$ cat src/verilog/atten_pkg.sv
// constants for the serial attenuator control block
`default_nettype none
package atten_pkg;
	localparam int FRAME_BITS = 16;
	localparam int FIELD_BITS = 8;
	localparam int CHANNELS = 2;
	localparam logic [7:0] ADDR_FIRST = 8'h00;
	localparam logic [7:0] ADDR_SECOND = 8'h01;
	localparam logic [7:0] MUTE_MIN = 8'h7f;
	localparam logic [7:0] HALF_DB_MAX = 8'h5f;
	localparam logic [7:0] ONE_DB_MIN = 8'h60;
	localparam logic [7:0] ONE_DB_MAX = 8'h7e;
	localparam logic [7:0] MUTE_RESET = 8'hff;
	// setup time of the enable before the first serial clock edge, host side
	localparam int SETUP_NS = 150;
	localparam int CLK_PERIOD_NS = 10;
	localparam int SETUP_CYCLES = (SETUP_NS + CLK_PERIOD_NS - 1) / CLK_PERIOD_NS;
	typedef enum logic [1:0] {
		STEP_HALF_DB,
		STEP_ONE_DB,
		STEP_MUTE
	} step_type;
endpackage
`default_nettype wire

$ cat src/verilog/atten_decode.sv
// decoder of one channel's attenuation code into step kind and loss
`default_nettype none
module atten_decode (
	input wire logic [7:0] code,
	output logic [1:0] step,
	output logic mute,
	output logic [7:0] loss_half_db
);
	// -------------------------------------------------------------
	// code ranges
	// -------------------------------------------------------------
	wire is_mute = code >= atten_pkg::MUTE_MIN;
	wire is_one_db = !is_mute && code >= atten_pkg::ONE_DB_MIN;
	// loss in half dB: above 48 dB each count adds a whole dB
	wire [7:0] one_db_loss = 8'(atten_pkg::ONE_DB_MIN + ((code - atten_pkg::ONE_DB_MIN) << 1));

	assign mute = is_mute;
	assign step = is_mute ? 2'(atten_pkg::STEP_MUTE) :
		is_one_db ? 2'(atten_pkg::STEP_ONE_DB) : 2'(atten_pkg::STEP_HALF_DB);
	assign loss_half_db = is_mute ? 8'hff : (is_one_db ? one_db_loss : code);
endmodule
`default_nettype wire

$ cat src/verilog/serial_attenuator_control.sv
// serial control front end of a two-channel attenuator
//
// Contract
// - after reset every channel is muted before any frame arrives.
// - latched codes 0x7f through 0xff select mute for that channel.
// - mute code enters mute straight from any present setting.
// - frame is an 8-bit channel field then an 8-bit attenuation field.
// - both bytes travel most significant bit first.
// - address byte precedes attenuation byte; earlier byte is channel select.
// - address 0x00 is first channel, 0x01 second channel.
// - codes to 0x5f are 0.5 dB steps; 0x60 to 0x7e 1 dB steps.
// - earlier register contents leave on serial output while new bits enter.
// - rising enable latches the shift register as new command.
// - latched command is decoded and addressed channel tap selected.
// - only addressed channel changes; others hold their setting.
// - each chained device latches its own 16 bits on common enable rise.
// - serial input sampled on each rising serial clock edge.
// - no shifting while enable is high.
// - unknown address leaves every setting unchanged.
`default_nettype none
module serial_attenuator_control #(
	parameter int CHANNEL_COUNT = atten_pkg::CHANNELS
) (
	input wire logic SYS_CLK,
	input wire logic RESETN,
	input wire logic CLK_EN,
	input wire logic SER_CLK,
	input wire logic LOAD_SHIFT_N,
	input wire logic DATA_IN,
	output logic DATA_OUT,
	output logic [CHANNEL_COUNT*8-1:0] ATTEN_CODE,
	output logic [CHANNEL_COUNT-1:0] MUTE,
	output logic [CHANNEL_COUNT*2-1:0] STEP_KIND,
	output logic [CHANNEL_COUNT*8-1:0] LOSS_HALF_DB,
	output logic [CHANNEL_COUNT-1:0] UPDATED
);
	// -------------------------------------------------------------
	// parameter check
	// -------------------------------------------------------------
	generate
		if (CHANNEL_COUNT != atten_pkg::CHANNELS) begin : bad_count
			$error("channel count must be two");
		end
	endgenerate

	// -------------------------------------------------------------
	// pin synchronisers
	// -------------------------------------------------------------
	logic [1:0] clk_sync;
	logic [1:0] en_sync;
	logic [1:0] din_sync;
	logic clk_prev;
	logic en_prev;

	always_ff @(posedge SYS_CLK or negedge RESETN) begin
		if (!RESETN) begin
			clk_sync <= 2'b00;
			en_sync <= 2'b11;
			din_sync <= 2'b00;
			clk_prev <= 1'b0;
			en_prev <= 1'b1;
		end else if (CLK_EN) begin
			clk_sync <= {clk_sync[0], SER_CLK};
			en_sync <= {en_sync[0], LOAD_SHIFT_N};
			din_sync <= {din_sync[0], DATA_IN};
			clk_prev <= clk_sync[1];
			en_prev <= en_sync[1];
		end
	end

	// all three pins share the same delay, so setup/hold seen at the
	// pins is preserved; the host's own setup margin covers skew
	wire clk_rise = clk_sync[1] && !clk_prev;
	wire enable_low = !en_sync[1];
	wire shift_now = clk_rise && enable_low;
	wire latch_now = en_sync[1] && !en_prev;

	// -------------------------------------------------------------
	// shift register
	// -------------------------------------------------------------
	logic [atten_pkg::FRAME_BITS-1:0] shreg;
	logic data_out;
	wire [atten_pkg::FRAME_BITS-1:0] next_shreg = {shreg[atten_pkg::FRAME_BITS-2:0], din_sync[1]};

	always_ff @(posedge SYS_CLK or negedge RESETN) begin
		if (!RESETN) begin
			shreg <= '0;
			data_out <= 1'b0;
		end else if (CLK_EN && shift_now) begin
			shreg <= next_shreg;
			data_out <= shreg[atten_pkg::FRAME_BITS-1];
		end
	end
	// msb leaves first, so a downstream device receives bits in order
	assign DATA_OUT = data_out;

	// -------------------------------------------------------------
	// command fields
	// -------------------------------------------------------------
	// the earlier byte sits in the upper half once sixteen bits are in
	wire [7:0] cmd_addr = shreg[15:8];
	wire [7:0] cmd_code = shreg[7:0];
	wire [CHANNEL_COUNT-1:0] hit;
	assign hit[0] = latch_now && cmd_addr == atten_pkg::ADDR_FIRST;
	assign hit[1] = latch_now && cmd_addr == atten_pkg::ADDR_SECOND;

	// -------------------------------------------------------------
	// per-channel settings
	// -------------------------------------------------------------
	genvar ch;
	generate
		for (ch = 0; ch < CHANNEL_COUNT; ch++) begin : chan
			logic [7:0] setting;
			logic updated;
			always_ff @(posedge SYS_CLK or negedge RESETN) begin
				if (!RESETN) begin
					setting <= atten_pkg::MUTE_RESET;
					updated <= 1'b0;
				end else if (CLK_EN) begin
					updated <= hit[ch];
					if (hit[ch]) begin
						setting <= cmd_code;
					end
				end
			end
			atten_decode dec (
				.code(setting),
				.step(STEP_KIND[ch*2 +: 2]),
				.mute(MUTE[ch]),
				.loss_half_db(LOSS_HALF_DB[ch*8 +: 8])
			);
			assign ATTEN_CODE[ch*8 +: 8] = setting;
			assign UPDATED[ch] = updated;
		end
	endgenerate
endmodule
`default_nettype wire

$ cat config.mk
export PLATFORM = sky130hd
export DESIGN_NAME = serial_attenuator_control
export DESIGN_NICKNAME = d
export VERILOG_FILES = /design/src/verilog/atten_pkg.sv /design/src/verilog/atten_decode.sv /design/src/verilog/serial_attenuator_control.sv
export SDC_FILE = /design/constraint.sdc
export NUM_CORES = 1
export LEC_CHECK = 0
export BUFFER_PORTS_ARGS = -buffer_cell sky130_fd_sc_hd__buf_2
export CAP_MARGIN = 5
export CELL_PAD_IN_SITES_DETAIL_PLACEMENT = 1
export CELL_PAD_IN_SITES_GLOBAL_PLACEMENT = 1
export CORE_MARGIN = 5
export CORE_UTILIZATION = 46
export DETAILED_ROUTE_END_ITERATION = 10
export PLACE_DENSITY_LB_ADDON = 0.1
export SLEW_MARGIN = 20
export SYNTH_ARGS = -nofsm -noshare
export SYNTH_HDL_FRONTEND = slang
export SYNTH_SLANG_ARGS = --single-unit
$ cat constraint.sdc
create_clock -name SYS_CLK -period 4.9 [get_ports SYS_CLK]
set_input_delay 0.245 -clock SYS_CLK [delete_from_list [all_inputs] [get_ports SYS_CLK]]
set_output_delay 0.245 -clock SYS_CLK [all_outputs]
set_load 0.005 [all_outputs]
==> flow_summary_export.csv <==
group,metric,value,unit
sta,worst_hold_slack,0.07154,ns
sta,final_hold_viol_count,0,
grt,grt_pass1_vias,1614,
placement,globalplace.congestion,0.8142,
worst_setup_path,worst_ep_arrival_time,2.01,ns
sta,layout_setup_ws,2.644,ns
grt,globalRoute.totalOverflow,0,
flow_run,drv_cap,0,
power_and_ir_drop,powerDensity,387.7,mW/mm2
cts,post-cts-setup-buffers,0,
floorplanning,rows,25,
layout,n_antenna_cell,0,
routing,postRouteAntennaNets,0,
layout,drive_gt1_share,55.30,%
logic_synthesis,syn_area,0.002156,mm2
logic_synthesis,seq_area_frac_synth,51.02,%
routing,dr_wl_met2,2308,um
logic_synthesis,syn-mean-instance-area,12.53,um2
worst_setup_path,startpoint_type,"flip-flop",
logic_synthesis,mappedNetlistNets,184,
sta,worst_slew_pin_slew,0.9962,ns
worst_setup_path,critPathRequiredTime,4.66,ns
sta,tns,0,ns
power_and_ir_drop,leakagePower,1.306,nW
cts,htreeDepth,2,
floorplanning,initial_utilization,46.57,%
routing,top_layer_used,"met4",
sta,fin_worst_skew,0.003794,ns
logic_synthesis,netlist_instances,172,
floorplanning,dieWidth,78.46,um
routing,via_count,1493,
routing,vias_per_cell,5.509,
power_and_ir_drop,power,974.6,uW
sta,rsz0062_at_grt,"false",
grt,grt_pass1_wl,7921,um
grt,antenna_found_initial,0,
cts,clock-sinks,43,
sta,period_share,46.03,%
worst_setup_path,crit_path_end_kind,"primary output",
hold_path,hp-class,"in -> async",
floorplanning,coreArea,0.004629,mm2
floorplanning,die_area,0.006156,mm2
logic_synthesis,yosysWarnings,0,
floorplanning,io_pins,47,
sta,final_max_slew_viol_count,0,
cts,cts_tree,"done",
cts,numCtsBuffers,5,
routing,wl_met1,2095,um
sta,fmax,0.4433,GHz
sta,fin_crit,2.256,ns
routing,drc,0,
placement,dpl_worst_slack,2.724,ns
routing,dr.pass1.iters,4,
sta,max_slew_margin,33.42,%
layout,fin_nets,228,
floorplanning,die_h,78.46,um
layout,area_growth,16.60,%
routing,routed_wl,4648,um
worst_setup_path,path_max_fanout,13,
grt,track_usage,16.26,%
cts,path_clk_slew,0.08,ns
cts,clk_latency,0.29,ns
routing,routedWlPerCell,17.15,um
cts,cts_resized,0,
worst_setup_path,r2r.worst_path.cells,3,
routing,wl_met3,164,um
cts,cts_buffer_depth,2,
routing,drt_iter0_drc,81,
sta,setup_viol,0,
cts,cts-root-buf,"clkbuf_8",
outcome,status,"finished clean",
power_and_ir_drop,vdd_drop_max,0.0001999,V
placement,portBuffers,46,
logic_synthesis,synth.distinct_cells,32,
cts,cts.hold.buffers_added,0,
worst_setup_path,crit_type,"reg -> out",
layout,finish.utilization,54.30,%
placement,dpl.hpwl,3390,um
logic_synthesis,synth-seq-cells,43,
grt,grt_max_degree,44,
power by group:
group	internal (mW)	leakage (nW)	switching (mW)	total, mW
sequential	0.430	0.514	0.0686	0.498
combinational	0.108	0.731	0.0867	0.195
clock	0.165	0.0612	0.116	0.281
total	0.703	1.31	0.272	0.975
worst paths after layout:
| kind | from | end | slack [ns] |
|---|---|---|---|
| max | chan[1].setting[5] | LOSS_HALF_DB[12] | 2.64 |
| min | RESETN | shreg[11] | 0.07 |
| max reg2reg | shreg[12] | chan[0].setting[4] | 2.80 |
| min reg2reg | en_prev | en_prev | 0.49 |
| max in group asynchronous | RESETN | shreg[5] | 4.27 |
| min in group SYS_CLK | SER_CLK | clk_sync[0] | 0.18 |
critical path, cell delays in order, from the launching register on:
cell and delay, ns:
dfstp_2 0.44, ha_1 0.20, and4_1 0.18, a31oi_1 0.38
inv_1 0.15, a211o_1 0.24, buf_2 0.12
per-stage QoR:
step / instances / instance area, um2
3_5_place_dp: 263 / 2396
5_1_grt: 271 / 2514
6_report: 271 / 2514
2_1_floorplan: 172 / 2156
4_1_cts: 271 / 2514
3_3_place_gp: 263 / 2396
sequential cells by signal, summed over array words and instances (netlist names):
register      count
chan.setting     16
clk_prev          1
din_sync          2
en_sync           2
shreg            16
en_prev           1
clk_sync          2
DATA_OUT          1
chan.updated      2
cell type report:
type,count,area [um2]
clock buffers,6,82.58
clock inverters,2,35.03
fillers,479,2116
inverters,9,33.78
multi-input cells,110,957.2
flip-flops and latches,43,1100
well taps,54,67.56
repair buffers,47,237.7
metal layers:
metal | vias to the layer above | GRT usage [%]
met5 | - | 0
li1 | 713 | -
met2 | 26 | 27.83
met1 | 746 | 19.82
met4 | 0 | 6.119
met3 | 8 | 3.899
placed cells by master (no fill, tap or decap), drive strengths merged:
master | netlist | final
a211o | 5 | 5
o21ai | 6 | 6
mux2 | 40 | 40
nor3b | 2 | 2
buf | 8 | 47
a21oi | 1 | 1
clkinv | 0 | 1
o21ba | 1 | 1
a31oi | 2 | 2
ha | 6 | 6
nor4b | 1 | 1
nand2 | 15 | 15
bufinv | 0 | 1
nor2b | 2 | 2
clkbuf | 2 | 6
dfstp | 19 | 19
inv | 9 | 9
a221o | 1 | 1
and4 | 1 | 1
nand3 | 8 | 8
and3 | 3 | 3
a311o | 1 | 1
or4 | 2 | 2
nand4 | 1 | 1
or4b | 1 | 1
o221ai | 2 | 2
nand3b | 1 | 1
dfrtp | 24 | 24
o22a | 1 | 1
nor4 | 4 | 4
o22ai | 1 | 1
a21o | 2 | 2
synth_stat cells (all sizes together):
master	n	area share (%)
mux2	40	21
dfrtp	24	28
dfstp	19	23
nand2	15	2.6
inv	9	1.6
buf	8	2.7
nand3	8	1.9
ha	6	3.5
o21ai	6	1.4
a211o	5	2.0
nor4	4	2.6
and3	3	0.87
a21o	2	0.81
a31oi	2	0.58
clkbuf	2	0.35
nor2b	2	0.58
nor3b	2	0.70
o221ai	2	0.81
or4	2	0.70
a21oi	1	0.23
a221o	1	0.46
a311o	1	0.46
and4	1	0.41
nand3b	1	0.35
nand4	1	0.29
nor4b	1	0.70
o21ba	1	0.46
o22a	1	0.41
o22ai	1	0.29
or4b	1	0.46
cells by family (layout without fill, tap and decap cells):
logic type | Yosys count | in the layout | share of synthesized area [%]
DFF | 43 | 43 | 51.02
and+or+nand+nor | 41 | 41 | 12.07
muxes | 40 | 40 | 20.89
AOI/OAI and AO/OA | 23 | 23 | 7.952
buffers and inverters | 19 | 64 | 4.585
adders and majority gates | 6 | 6 | 3.482
Note: power is estimated with default switching activity, not from simulation.
